## src/boot_loader_pkg.sv

```systemverilog
// Purpose: shared constants and types for the boot image loader
// Assumes: system clock of 25 MHz
// Notes:   all timing counts derive from the named times below

// ============================================================
// package
package boot_loader_pkg;

    // clocking and spi timing
    localparam int SYS_CLK_HZ      = 25_000_000;
    localparam int SPI_REF_CORE_HZ = 400_000_000;
    localparam int SPI_SCLK_HZ     = 2_500_000;
    localparam int SPI_HALF_CYC    = SYS_CLK_HZ / (2 * SPI_SCLK_HZ);

    // flash read command and start address
    localparam logic [7:0]  FLASH_READ_CMD   = 8'h03;
    localparam logic [23:0] FLASH_START_ADDR = 24'h000000;
    localparam int          SPI_CMD_BITS     = 32;
    localparam int          BYTE_BITS        = 8;

    // link timing: enable delay is a least time, bit spacing a longest
    localparam int LINK_EN_DELAY_NS  = 200;
    localparam int LINK_EN_DELAY_CYC = (LINK_EN_DELAY_NS * (SYS_CLK_HZ / 1_000_000) + 999) / 1000;
    localparam int LINK_BIT_NS       = 320;
    localparam int LINK_BIT_CYC      = (LINK_BIT_NS * (SYS_CLK_HZ / 1_000_000)) / 1000;

    // link tokens: one control flag then eight data bits
    localparam int          TOKEN_BITS     = 9;
    localparam logic [7:0]  CTRL_END       = 8'h01;
    localparam logic [31:0] NULL_CHANEND   = 32'h0000FF02;
    localparam int          ACK_WORD_BYTES = 4;

    // boot route encoding on the selection pin
    localparam logic ROUTE_SPI  = 1'b0;
    localparam logic ROUTE_LINK = 1'b1;

    typedef enum logic [7:0] {
        ST_IDLE      = 8'b0000_0001,
        ST_SPI_CMD   = 8'b0000_0010,
        ST_SPI_DATA  = 8'b0000_0100,
        ST_LINK_WAIT = 8'b0000_1000,
        ST_LINK_ACKW = 8'b0001_0000,
        ST_LINK_IMG  = 8'b0010_0000,
        ST_LINK_SEND = 8'b0100_0000,
        ST_DONE      = 8'b1000_0000
    } state_t;

endpackage : boot_loader_pkg

```

## src/stream_if.sv

```systemverilog
// Purpose: valid/ready byte stream between loader modules
// Assumes: single clock domain
// Notes:   data is held by the source until accepted, except a link byte that overwrites a full slot

`timescale 1ns/1ps

// ============================================================
// interface
interface stream_if #(parameter int W = 8);
    logic         valid;
    logic         ready;
    logic [W-1:0] data;
    modport src (output valid, output data, input ready);
    modport snk (input valid, input data, output ready);
endinterface : stream_if

```

## src/boot_image_loader.sv

```systemverilog
// Purpose: fetch the first boot image from spi flash or over the link
// Assumes: pins are asynchronous to clk_sys; rstn is synchronous, active low
// Notes:   loaded bytes leave through a 4-word fifo on boot_data_*

`timescale 1ns/1ps

module boot_image_loader
    import boot_loader_pkg::*;
#(
    parameter int IMAGE_BYTES = 1024,
    parameter int FIFO_DEPTH  = 4
) (
    input  wire logic        clk_sys,
    input  wire logic        rstn,
    input  wire logic        boot_route_pin,
    input  wire logic        xtal_present_pin,
    input  wire logic        lp_osc_pin,
    input  wire logic        boot_spi_data_in_pin,
    output logic             boot_spi_select_pin_n,
    output logic             boot_spi_clock_pin,
    output logic             boot_spi_data_out_pin,
    output logic             boot_spi_pins_oe,
    input  wire logic        boot_link_in_wire0,
    input  wire logic        boot_link_in_wire1,
    output logic             boot_link_out_wire0,
    output logic             boot_link_out_wire1,
    output logic             boot_link_out_oe,
    output logic             boot_link_pulldown_en,
    output logic             chanend0_alloc,
    output logic [31:0]      ack_dest,
    output logic             link_overrun,
    output logic             clk_src_int_osc,
    output logic [31:0]      rtc_count,
    output logic             exec_start,
    output logic [7:0]       boot_data,
    output logic             boot_data_valid,
    input  wire logic        boot_data_ready
);
    localparam int          BCW       = $clog2(IMAGE_BYTES + 1);
    localparam logic [3:0]  HALF_LAST = 4'(SPI_HALF_CYC - 1);
    localparam logic [5:0]  CMD_LAST  = 6'(SPI_CMD_BITS - 1);
    localparam logic [5:0]  BYTE_LAST = 6'(BYTE_BITS - 1);
    localparam logic [3:0]  TOK_LAST  = 4'(TOKEN_BITS - 1);
    localparam logic [3:0]  LBIT_LAST = 4'(LINK_BIT_CYC - 1);
    localparam logic [3:0]  LEN_LAST  = 4'(LINK_EN_DELAY_CYC - 1);
    localparam logic [1:0]  ACKW_LAST = 2'(ACK_WORD_BYTES - 1);
    localparam logic [BCW-1:0] IMG_LAST = BCW'(IMAGE_BYTES - 1);

    // ============================================================
    // pin synchronisers
    logic [5:0] sync1_ff;
    logic [5:0] sync2_ff;
    logic       lnk0_prev_ff;
    logic       lnk1_prev_ff;
    logic       lp_prev_ff;
    logic       route_s;
    logic       xtal_s;
    logic       lp_s;
    logic       miso_s;
    logic       lnk0_s;
    logic       lnk1_s;

    // two flops on every asynchronous pin; stage one feeds stage two only
    // no reset, so the route pin is already settled at the first edge after release
    always_ff @(posedge clk_sys) begin
        sync1_ff <= {boot_link_in_wire1, boot_link_in_wire0, boot_spi_data_in_pin,
                     lp_osc_pin, xtal_present_pin, boot_route_pin};
        sync2_ff <= sync1_ff;
    end

    assign route_s = sync2_ff[0];
    assign xtal_s  = sync2_ff[1];
    assign lp_s    = sync2_ff[2];
    assign miso_s  = sync2_ff[3];
    assign lnk0_s  = sync2_ff[4];
    assign lnk1_s  = sync2_ff[5];

    // previous synchronised levels for edge finding
    always_ff @(posedge clk_sys) begin
        if (!rstn) begin
            lnk0_prev_ff <= 1'b0;
            lnk1_prev_ff <= 1'b0;
            lp_prev_ff   <= 1'b0;
        end else begin
            lnk0_prev_ff <= lnk0_s;
            lnk1_prev_ff <= lnk1_s;
            lp_prev_ff   <= lp_s;
        end
    end

    // ============================================================
    // oscillator side
    logic [31:0] rtc_ff;

    // no crystal means the silicon oscillator must run the core
    assign clk_src_int_osc = ~xtal_s;

    // counts low-power oscillator rising edges; wraps silently
    always_ff @(posedge clk_sys) begin
        if (!rstn) begin
            rtc_ff <= '0;
        end else if (lp_s && !lp_prev_ff) begin
            rtc_ff <= rtc_ff + 1'b1;
        end
    end
    assign rtc_count = rtc_ff;

    // ============================================================
    // main sequencer and datapath
    state_t          state_ff;
    logic            route_ff;
    logic [3:0]      div_ff;
    logic            sclk_ff;
    logic            cs_n_ff;
    logic            mosi_ff;
    logic [31:0]     cmd_sr_ff;
    logic [5:0]      bit_cnt_ff;
    logic [7:0]      rx_sr_ff;
    logic [BCW-1:0]  byte_cnt_ff;
    logic [7:0]      push_byte_ff;
    logic            push_pend_ff;
    logic            overrun_ff;
    logic [3:0]      wait_ff;
    logic [8:0]      tok_sr_ff;
    logic [3:0]      tok_cnt_ff;
    logic [31:0]     ack_ff;
    logic [1:0]      ackw_cnt_ff;
    logic [8:0]      tx_sr_ff;
    logic [3:0]      tx_cnt_ff;
    logic [3:0]      tx_div_ff;
    logic            out0_ff;
    logic            out1_ff;
    logic            exec_ff;
    logic            spi_tick;
    logic            spi_rise;
    logic            spi_fall;
    logic            spi_run;
    logic            lnk_ev;
    logic            lnk_bit;
    logic            tok_done;
    logic            tok_ctrl;
    logic [7:0]      tok_data;
    logic            push_ok;

    stream_if #(.W(8)) fifo_in ();
    stream_if #(.W(8)) fifo_out ();

    // holding register feeds the fifo; its ready stalls the spi clock
    assign fifo_in.valid = push_pend_ff;
    assign fifo_in.data  = push_byte_ff;
    assign push_ok       = push_pend_ff & fifo_in.ready;

    // spi phase ticks; the clock parks low while a byte waits for room
    assign spi_run  = (state_ff == ST_SPI_CMD) ||
                      ((state_ff == ST_SPI_DATA) && !(push_pend_ff && !sclk_ff && bit_cnt_ff == '0));
    assign spi_tick = spi_run && (div_ff == HALF_LAST);
    assign spi_rise = spi_tick && !sclk_ff;
    assign spi_fall = spi_tick && sclk_ff;

    // a transition on wire1 is a one, on wire0 a zero; both at once is dropped
    assign lnk_ev   = (state_ff inside {ST_LINK_ACKW, ST_LINK_IMG}) &&
                      ((lnk0_s ^ lnk0_prev_ff) ^ (lnk1_s ^ lnk1_prev_ff));
    assign lnk_bit  = lnk1_s ^ lnk1_prev_ff;
    assign tok_done = lnk_ev && (tok_cnt_ff == TOK_LAST);
    assign tok_ctrl = tok_sr_ff[1];
    assign tok_data = {lnk_bit, tok_sr_ff[8:2]};

    // route capture and state sequencing
    always_ff @(posedge clk_sys) begin
        if (!rstn) begin
            state_ff <= ST_IDLE;
            route_ff <= ROUTE_SPI;
            wait_ff  <= '0;
        end else begin
            unique case (state_ff)
                ST_IDLE: begin
                    route_ff <= route_s;
                    state_ff <= (route_s == ROUTE_LINK) ? ST_LINK_WAIT : ST_SPI_CMD;
                end
                ST_SPI_CMD: begin
                    if (spi_fall && bit_cnt_ff == CMD_LAST + 6'd1) begin
                        state_ff <= ST_SPI_DATA;
                    end
                end
                ST_SPI_DATA: begin
                    if (spi_rise && bit_cnt_ff == BYTE_LAST && byte_cnt_ff == IMG_LAST) begin
                        state_ff <= ST_DONE;
                    end
                end
                ST_LINK_WAIT: begin
                    wait_ff <= wait_ff + 1'b1;
                    if (wait_ff == LEN_LAST) begin
                        state_ff <= ST_LINK_ACKW;
                    end
                end
                ST_LINK_ACKW: begin
                    if (tok_done && !tok_ctrl && ackw_cnt_ff == ACKW_LAST) begin
                        state_ff <= ST_LINK_IMG;
                    end
                end
                ST_LINK_IMG: begin
                    if (tok_done && tok_ctrl && tok_data == CTRL_END) begin
                        // a null destination asks for no reply
                        state_ff <= (ack_ff == NULL_CHANEND) ? ST_DONE : ST_LINK_SEND;
                    end
                end
                ST_LINK_SEND: begin
                    if (tx_div_ff == LBIT_LAST && tx_cnt_ff == TOK_LAST) begin
                        state_ff <= ST_DONE;
                    end
                end
                ST_DONE: begin
                    state_ff <= ST_DONE;
                end
                default: begin
                    state_ff <= ST_IDLE;
                end
            endcase
        end
    end

    // spi clock divider and pin levels
    always_ff @(posedge clk_sys) begin
        if (!rstn) begin
            div_ff    <= '0;
            sclk_ff   <= 1'b0;
            cs_n_ff   <= 1'b1;
            mosi_ff   <= 1'b0;
            cmd_sr_ff <= '0;
        end else if (state_ff == ST_IDLE && route_s == ROUTE_SPI) begin
            cs_n_ff   <= 1'b0;
            // command goes out msb first as flash parts expect
            cmd_sr_ff <= {FLASH_READ_CMD, FLASH_START_ADDR} << 1;
            mosi_ff   <= FLASH_READ_CMD[7];
        end else if (state_ff == ST_DONE) begin
            sclk_ff <= 1'b0;
            cs_n_ff <= 1'b1;
            mosi_ff <= 1'b0;
        end else if (spi_run) begin
            div_ff <= spi_tick ? '0 : div_ff + 1'b1;
            if (spi_tick) begin
                sclk_ff <= ~sclk_ff;
            end
            // data changes on the falling edge, stable for the next rise
            if (spi_fall) begin
                mosi_ff   <= cmd_sr_ff[31];
                cmd_sr_ff <= cmd_sr_ff << 1;
            end
        end
    end

    // bit and byte counters, lsb-first receive shift
    always_ff @(posedge clk_sys) begin
        if (!rstn) begin
            bit_cnt_ff  <= '0;
            rx_sr_ff    <= '0;
            byte_cnt_ff <= '0;
        end else if (state_ff == ST_SPI_CMD) begin
            if (spi_fall && bit_cnt_ff == CMD_LAST + 6'd1) begin
                bit_cnt_ff <= '0;
            end else if (spi_rise) begin
                bit_cnt_ff <= bit_cnt_ff + 1'b1;
            end
        end else if (state_ff == ST_SPI_DATA && spi_rise) begin
            rx_sr_ff <= {miso_s, rx_sr_ff[7:1]};
            if (bit_cnt_ff == BYTE_LAST) begin
                bit_cnt_ff  <= '0;
                byte_cnt_ff <= byte_cnt_ff + 1'b1;
            end else begin
                bit_cnt_ff <= bit_cnt_ff + 1'b1;
            end
        end
    end

    // holding register toward the fifo; set wins over the accept
    always_ff @(posedge clk_sys) begin
        if (!rstn) begin
            push_byte_ff <= '0;
            push_pend_ff <= 1'b0;
            overrun_ff   <= 1'b0;
        end else begin
            if (state_ff == ST_SPI_DATA && spi_rise && bit_cnt_ff == BYTE_LAST) begin
                push_byte_ff <= {miso_s, rx_sr_ff[7:1]};
                push_pend_ff <= 1'b1;
            end else if (state_ff == ST_LINK_IMG && tok_done && !tok_ctrl) begin
                // the link cannot be held off; a byte landing on a full slot overwrites the held one
                if (push_pend_ff && !fifo_in.ready) begin
                    overrun_ff <= 1'b1;
                end
                push_byte_ff <= tok_data;
                push_pend_ff <= 1'b1;
            end else if (push_ok) begin
                push_pend_ff <= 1'b0;
            end
        end
    end

    // link token assembly and acknowledgement destination word
    always_ff @(posedge clk_sys) begin
        if (!rstn) begin
            tok_sr_ff   <= '0;
            tok_cnt_ff  <= '0;
            ack_ff      <= '0;
            ackw_cnt_ff <= '0;
        end else if (lnk_ev) begin
            tok_sr_ff  <= {lnk_bit, tok_sr_ff[8:1]};
            tok_cnt_ff <= tok_done ? '0 : tok_cnt_ff + 1'b1;
            if (tok_done && !tok_ctrl && state_ff == ST_LINK_ACKW) begin
                ack_ff      <= {ack_ff[23:0], tok_data};
                ackw_cnt_ff <= ackw_cnt_ff + 1'b1;
            end
        end
    end

    // end token transmit by wire transitions, one bit per link bit time
    always_ff @(posedge clk_sys) begin
        if (!rstn) begin
            tx_sr_ff  <= '0;
            tx_cnt_ff <= '0;
            tx_div_ff <= '0;
            out0_ff   <= 1'b0;
            out1_ff   <= 1'b0;
        end else if (state_ff == ST_LINK_IMG) begin
            tx_sr_ff  <= {CTRL_END, 1'b1};
            tx_cnt_ff <= '0;
            tx_div_ff <= '0;
        end else if (state_ff == ST_LINK_SEND) begin
            tx_div_ff <= (tx_div_ff == LBIT_LAST) ? '0 : tx_div_ff + 1'b1;
            if (tx_div_ff == '0) begin
                out0_ff  <= out0_ff ^ ~tx_sr_ff[0];
                out1_ff  <= out1_ff ^ tx_sr_ff[0];
                tx_sr_ff <= tx_sr_ff >> 1;
            end
            if (tx_div_ff == LBIT_LAST) begin
                tx_cnt_ff <= tx_cnt_ff + 1'b1;
            end
        end
    end

    // execution starts only after everything above has finished
    always_ff @(posedge clk_sys) begin
        if (!rstn) begin
            exec_ff <= 1'b0;
        end else if (state_ff == ST_DONE && !push_pend_ff) begin
            exec_ff <= 1'b1;
        end
    end

    // ============================================================
    // output fifo
    stream_fifo #(
        .W (8),
        .D (FIFO_DEPTH)
    ) u_fifo (
        .clk_sys (clk_sys),
        .rstn    (rstn),
        .wr      (fifo_in),
        .rd      (fifo_out)
    );

    assign boot_data       = fifo_out.data;
    assign boot_data_valid = fifo_out.valid;
    assign fifo_out.ready  = boot_data_ready;

    // ============================================================
    // pins; the spi pin set is hard-wired here and nowhere configurable
    assign boot_spi_pins_oe      = (state_ff inside {ST_SPI_CMD, ST_SPI_DATA}) || !cs_n_ff;
    assign boot_spi_clock_pin    = sclk_ff;
    assign boot_spi_select_pin_n = cs_n_ff;
    assign boot_spi_data_out_pin = mosi_ff;

    // link enabled from the end of the delay on, and still in ST_DONE after channel end zero is freed
    assign boot_link_out_oe      = (route_ff == ROUTE_LINK) &&
                                   (state_ff inside {ST_LINK_ACKW, ST_LINK_IMG, ST_LINK_SEND, ST_DONE});
    assign boot_link_pulldown_en = ~boot_link_out_oe;
    assign boot_link_out_wire0   = out0_ff;
    assign boot_link_out_wire1   = out1_ff;
    assign chanend0_alloc        = (state_ff inside {ST_LINK_ACKW, ST_LINK_IMG, ST_LINK_SEND});
    assign ack_dest              = ack_ff;
    assign link_overrun          = overrun_ff;
    assign exec_start            = exec_ff;

endmodule : boot_image_loader

```

## src/stream_fifo.sv

```systemverilog
// Purpose: small synchronous fifo in the boot data path
// Assumes: depth is a power of two
// Notes:   no read-through; a word becomes visible the cycle after write

`timescale 1ns/1ps

// ============================================================
// fifo
module stream_fifo #(
    parameter int W = 8,
    parameter int D = 4
) (
    input  wire logic clk_sys,
    input  wire logic rstn,
    stream_if.snk     wr,
    stream_if.src     rd
);
    localparam int AW = $clog2(D);

    logic [W-1:0]  mem [D];
    logic [AW-1:0] wptr_ff;
    logic [AW-1:0] rptr_ff;
    logic [AW:0]   count_ff;
    logic          do_wr;
    logic          do_rd;

    // honest full and empty from the occupancy count
    assign wr.ready = (count_ff != (AW+1)'(D));
    assign rd.valid = (count_ff != '0);
    assign rd.data  = mem[rptr_ff];
    assign do_wr    = wr.valid & wr.ready;
    assign do_rd    = rd.valid & rd.ready;

    // storage carries no reset, only pointers and count do
    always_ff @(posedge clk_sys) begin
        if (do_wr) begin
            mem[wptr_ff] <= wr.data;
        end
    end

    // pointers and occupancy
    always_ff @(posedge clk_sys) begin
        if (!rstn) begin
            wptr_ff  <= '0;
            rptr_ff  <= '0;
            count_ff <= '0;
        end else begin
            if (do_wr) begin
                wptr_ff <= wptr_ff + 1'b1;
            end
            if (do_rd) begin
                rptr_ff <= rptr_ff + 1'b1;
            end
            if (do_wr && !do_rd) begin
                count_ff <= count_ff + 1'b1;
            end else if (do_rd && !do_wr) begin
                count_ff <= count_ff - 1'b1;
            end
        end
    end

endmodule : stream_fifo

```

## config.mk

```make
export PLATFORM = sky130hd
export DESIGN_NAME = boot_image_loader
export DESIGN_NICKNAME = d
export VERILOG_FILES = /design/src/boot_loader_pkg.sv /design/src/stream_if.sv /design/src/boot_image_loader.sv /design/src/stream_fifo.sv
export SDC_FILE = /design/constraint.sdc
export NUM_CORES = 1
export LEC_CHECK = 0
export ABC_AREA = 1
export BUFFER_PORTS_ARGS = -buffer_cell sky130_fd_sc_hd__buf_2
export CAP_MARGIN = 20
export CORE_ASPECT_RATIO = 0.8
export CORE_MARGIN = 5
export CORE_UTILIZATION = 63
export DETAILED_ROUTE_END_ITERATION = 8
export PLACE_DENSITY = 0.89
export SLEW_MARGIN = 10
export SYNTH_ARGS = -nofsm -noshare
export SYNTH_HDL_FRONTEND = slang
export SYNTH_HIERARCHICAL = 1
export SYNTH_SLANG_ARGS = --single-unit
```

## constraint.sdc

```tcl
create_clock -name clk_sys -period 3.05 [get_ports clk_sys]
set_input_delay 0.305 -clock clk_sys [delete_from_list [all_inputs] [get_ports clk_sys]]
set_output_delay 0.305 -clock clk_sys [all_outputs]
set_load 0.01 [all_outputs]
```

==> impl_metrics.tcl, run 1 <==
set metrics [dict create \
    cts-root-buf "clkbuf_16" \
    drc_errors 0 \
    crit_path_start_kind "register" \
    fmax_ghz 0.4132 \
    gp_congestion 0.8891 \
    path_cells "nor2_2 -> nand2_2 -> nor4_4 -> inv_1 -> nand3_1 -> o21ai_0 -> inv_1 -> buf_2" \
    nets 1262 \
    critPathSlowestCell "nor4_4" \
    cp-end-kind "primary output" \
    synth_top_cell_by_area "dfxtp_1" \
    pin_count 94 \
    yosysUniqueCellTypes 45 \
    grt_pass1_vias 7325 \
    cts_sinks 208 \
    hold_violations 0 \
    cts_resized 0 \
    worstMarginPinSlew_ns 0.8693 \
    grt.total_usage 0.2451 \
    drive_above_1_share 0.1339 \
    dp_slack_ns 0.7869 \
    ys.warnings.count 6 \
    required_ns 2.74 \
    ctsHoldBuffers 6 \
    powerDensity_nw_per_um2 635.7 \
    dr.pass1.iters 5 \
    fin_ws_ns 0.6300 \
    fin_worst_skew_ns 0.01009 \
    start_util 0.6359 \
    finalSetupViolCount 0 \
    numCtsBuffers 21 \
    clkTransAtPathRegs_ns 0.07 \
    final.setup.tns_ns 0 \
    htree_levels 1 \
    netlist_instances 1135 \
    crit_type "register to primary output" \
    synthTopCellsByArea "dfxtp_1 39%, edfxtp_1 11%, nand2_1 7.5%" \
    core_sq_um 14150 \
    grt_max_degree 93 \
    cts_setup_buffers 0 \
    avgSynthCellArea_sq_um 7.928 \
    slew_viol_final 0 \
    crit_top_cell "inv_1" \
    area_growth_pct 14.95 \
    crit_fanout 9 \
    hp-class "input port to register" \
    syn_area_sq_um 8999 \
    die_area_sq_um 16790 \
    rows 39 \
    syn-num-nets 1165 \
    stdcell_area_sq_um 10340 \
    synth_top_area_frac 0.3915 \
    maxCapViolations 0 \
    synth-seq-cells 208 \
    via_count 7974 \
    cts_tree "built" \
    fin_crit_ns 2.420 \
    port-buffer-count 93 \
    period_share 0.7934 \
    clock_latency_ns 0.50 \
    diodes 0 \
    antenna_left 0 \
    mostFrequentLayoutCells "180 x nand2_1, 176 x dfxtp_1, 156 x nor2_1" \
    via_per_inst 5.572 \
    total_power_uw 6575 \
    antenna_found_initial 0 \
    synth_seq_area_share 0.4983 \
    mostFrequentLayoutCell "nand2_1" \
    gr-total-overflow 0 \
    dp_hpwl_um 13900 \
    slowest_delay_ns 0.37 \
    grt_setup_unrepaired "false" \
    clk_path_buf_depth 3 \
    power_leakage_uw 0.004279 \
    die_y_um 116.9 \
    wirelength_um 20610 \
    relSlewSlack 0.4152 \
    placed_area_sq_um 9584 \
    grt_pass1_wl_um 34380 \
    cp.arrival_ns 2.11 \
    peakVddDrop_mv 0.5719 \
    chipWidth_um 143.6 \
    first_iter_violations 806 \
    outcome "complete, no violations" \
    wl_per_cell_um 14.40 \
]
## metrics by stage
stage	std cells	hold WS [ns]	util
2_1_floorplan	1135	0.3096	-
3_3_place_gp	1387	0.3109	0.6773
3_5_place_dp	1387	0.3146	0.6773
4_1_cts	1431	0.1150	0.7309
5_1_grt	1431	0.1235	0.7309
6_report	1431	0.1308	0.7309
## cell type report
type                            instances  area (sq um)
Multi-Input combinational cell        750          3801
Sequential cell                       208          4484
Clock buffer                           28         591.8
Inverter                              147         553.0
Tap cell                              184         230.2
Fill cell                            1025          3807
Clock inverter                         10         107.6
Timing Repair Buffer                  104         575.6
## state kept, by name, indices dropped and copies added (netlist names), 4 cells and up, named ones only
| signal | flops |
|---|---|
| ack_dest | 32 |
| rtc_count | 32 |
| u_fifo/mem | 32 |
| byte_cnt_ff | 11 |
| fifo_in.data | 8 |
| state_ff | 8 |
| tok_sr_ff | 8 |
| cmd_sr_ff | 7 |
| rx_sr_ff | 7 |
| bit_cnt_ff | 6 |
| sync1_ff | 6 |
| sync2_ff | 6 |
| div_ff | 4 |
| tok_cnt_ff | 4 |
| tx_cnt_ff | 4 |
| tx_div_ff | 4 |
| wait_ff | 4 |
## routing by layer
metal,share of wire,GRT usage
met4,0.017,0.05772
met3,0.072,0.04224
met5,0,0
met1,0.44,0.3366
met2,0.48,0.4098
## where the power goes
part / internal, uW / switching, uW / total [uW]
logic: 334 / 635 / 970
clock network: 1540 / 1040 / 2580
registers: 2910 / 121 / 3030
## worst max-delay path: cells and delay by family, from the launching register on
| family | cells | cell delay [ns] |
|---|---|---|
| AO/OA/AOI/OAI | 1 | 0.10 |
| buffers and inverters | 3 | 0.34 |
| flip-flops | 1 | 0.34 |
| AND/OR/NAND/NOR | 4 | 0.85 |
## synth_stat cells, drive strengths merged
cell / count
o22ai: 8
xnor2: 5
a221oi: 1
o21a: 3
nor3: 38
clkinv: 2
nor2: 163
buf: 18
a31oi: 2
nor4: 11
nor3b: 7
clkbuf: 12
inv: 145
a21oi: 106
and2: 1
ha: 20
o211ai: 6
o21ai: 94
nand4: 26
dfxtp: 176
xor2: 13
nand3b: 3
and3: 3
edfxtp: 32
o31ai: 1
a211oi: 3
nand3: 45
nand2: 190
fa: 1
## worst paths after layout
| check | from | to | slack, ns | cells after the start |
|---|---|---|---|---|
| max | state_ff[2] | boot_link_out_oe | 0.63 | 8 |
| min | boot_data_ready | u_fifo/rptr_ff[1] | 0.13 | 3 |
| max reg2reg | bit_cnt_ff[0] | fifo_in.data[7] | 0.65 | 14 |
| min reg2reg | sync1_ff[4] | sync2_ff[4] | 0.33 | 0 |
## cell families after synthesis
group                    Yosys count  share of synthesized area
adder cells (fa/ha/maj)           21                    0.03003
XOR/XNOR                          18                    0.01752
AND/OR/NAND/NOR                  487                     0.2436
AO/OA/AOI/OAI                    224                     0.1313
buffers and inverters            177                    0.07925
flip-flops                       208                     0.4983
No activity file was read; power rests on OpenSTA's default activity.
==> run 2: changes to the inputs <==
Settings changed: ABC_AREA 1 to 0, CORE_UTILIZATION 63 to 53, PLACE_DENSITY 0.89 to 0.8.
Clock period 3.05 ns to 2 ns, I/O delays scaled along.
==> run 2 against run 1 <==
  * The flow now finishes with violations (setup timing)
  * Combinational power rose by 5%
  * Clock skew rose by 0.0047 ns
  * Sequential power rose by 48%
  * First-iteration DRC count fell by 46%
  * Highest routed layer unchanged
==> impl_metrics.tcl, run 2 <==
set metrics [dict create \
    syn-num-nets 941 \
    cts-root-buf "clkbuf_16" \
    drive_above_1_share 0.2458 \
    synth_most_common_cell "dfxtp_1" \
    pin_count 94 \
    grt_pass1_wl_um 32590 \
    required_ns 1.80 \
    finalSetupViolCount 6 \
    fin_util 0.6635 \
    fin_ws_ns -0.1565 \
    period_share 1.078 \
    syn_area_sq_um 8740 \
    mostFrequentLayoutCell "dfxtp_1" \
    synth-seq-cells 208 \
    worstMarginPinSlew_ns 0.4938 \
    die_area_sq_um 19170 \
    antenna_found_initial 0 \
    hp-class "input port to register" \
    synthArstFlopShare 0 \
    synth_edf_count 32 \
    crit_fanout 4 \
    power_leakage_uw 0.004167 \
    ys.warnings.count 6 \
    synth_ff_type "dfxtp_1" \
    stdcell_area_sq_um 10840 \
    grt_pass1_vias 6589 \
    placed_area_sq_um 9749 \
    chipWidth_um 153.6 \
    netlist_instances 911 \
    maxCapViolations 0 \
    wl_per_cell_um 15.35 \
    grt_setup_unrepaired "true" \
    wirelength_um 19980 \
    hold_violations 0 \
    fmax_ghz 0.4637 \
    powerDensity_nw_per_um2 858.3 \
    numCtsBuffers 21 \
    relSlewSlack 0.6701 \
    port-buffer-count 93 \
    avgSynthCellArea_sq_um 9.593 \
    grt_max_degree 38 \
    die_y_um 124.9 \
    synthTopCellsByArea "dfxtp_1 40%, edfxtp_1 11%, nand2_1 5.5%" \
    core_sq_um 16340 \
    gp_congestion 0.8851 \
    synth_top_area_frac 0.4031 \
    cp.arrival_ns 1.96 \
    via_per_inst 5.465 \
    ys_top_cells_by_count "176 x dfxtp_1, 127 x nand2_1, 80 x a21oi_1" \
    grt.total_usage 0.1966 \
    clk_path_buf_depth 3 \
    cts_tree "built" \
    gr-total-overflow 0 \
    rows 42 \
    total_power_uw 9306 \
    mostFrequentLayoutCells "165 x dfxtp_1, 127 x nand2_1, 92 x buf_2" \
    first_iter_violations 437 \
    htree_levels 1 \
    synth_top_cell_by_area "dfxtp_1" \
    antenna_left 0 \
    dr.pass1.iters 5 \
    crit_type "register to primary output" \
    via_count 7116 \
    slew_viol_final 0 \
    nets 1098 \
    dp_hpwl_um 13370 \
    diodes 0 \
    cts_sinks 208 \
    clock_latency_ns 0.50 \
    dp_slack_ns -0.05205 \
    synth_seq_area_share 0.5131 \
    yosysUniqueCellTypes 62 \
    fin_crit_ns 2.156 \
    start_util 0.5348 \
    n_fill_cell 1223 \
    cp-end-kind "primary output" \
    outcome "finished with violations" \
    fin_worst_skew_ns 0.01483 \
    peakVddDrop_mv 0.5179 \
    area_growth_pct 24.07 \
    crit_path_start_kind "register" \
    clkTransAtPathRegs_ns 0.06 \
    violations "setup timing" \
    drc_errors 0 \
]
## run 2: cell types whose count changed in the layout (fill, tap and decap cells not counted), moves of 13 or more
cell and delta:
xnor2_1 +22, and2_1 +14, nor2_1 -81, buf_4 +70, inv_1 -113, mux2i_1 +13, a21oi_1 -28, o21ai_0 -63
nand2_1 -53, xor2_1 +13, nor3_1 -22, and3_1 +21
## run 2: final cells by class
type,instances,area [sq um],area share
Clock buffer,28,561.8,0.05181
Clock inverter,9,101.3,0.009347
Inverter,26,98.84,0.009116
Multi-Input combinational cell,633,4136,0.3815
Sequential cell,208,4508,0.4158
Tap cell,220,275.3,0.02539
Timing Repair Buffer,178,1161,0.1071
## run 2: worst paths after layout
check / start / to / slack (ns) / cells after the start
max: state_ff[7] / boot_link_pulldown_en / -0.16 / 7
min: rstn / state_ff[0] / 0.16 / 3
max reg2reg: state_ff[7] / boot_spi_clock_pin / -0.02 / 7
min reg2reg: sync1_ff[4] / sync2_ff[4] / 0.33 / 0
## run 2: timing repair
action	CTS	global route
setup buffers	9	12
gates cloned	0	1
endpoints found under the hold margin	6	0
hold buffers	6	0
gates resized for setup	18	39
endpoints found under the setup margin	19	41
pin swaps	10	9
## run 2: layer usage
metal,wire (um),GRT usage
met5,0,0
met3,979,0.03161
met4,353,0.04206
met1,9135,0.2763
met2,9514,0.3222
## run 2: power by group
group / total [uW] / internal [uW] / switching (uW)
Combinational: 1020 / 523 / 501
Sequential: 4470 / 4350 / 122
Clock: 3810 / 2240 / 1570
## run 2: cells by family (layout without fill, tap and decap cells)
logic type,Yosys count,count (layout),synth area share
buf+inv,71,241,0.03207
compound gates,141,142,0.09907
fa+ha+maj,21,21,0.03092
simple gates,396,396,0.2362
flops,208,208,0.5131
mux,21,21,0.03550
xor+xnor,53,53,0.05311
## run 2: per-stage QoR
step	cells	TNS, ns	hold WS (ns)
floorplan	911	0	0.2277
global placement	1237	0	0.3024
detailed placement	1237	-0.2960	0.3045
CTS	1289	-0.4768	0.1478
global route	1302	-1.143	0.1580
finish	1302	-0.3865	0.1605
## run 2: critical path, stage by stage, from the launching register on
cell     delay [ns]
dfxtp_2        0.33
nor4_4         0.36
and4b_1        0.28
buf_6          0.12
nor2_4         0.04
a31oi_4        0.15
inv_1          0.05
buf_2          0.13
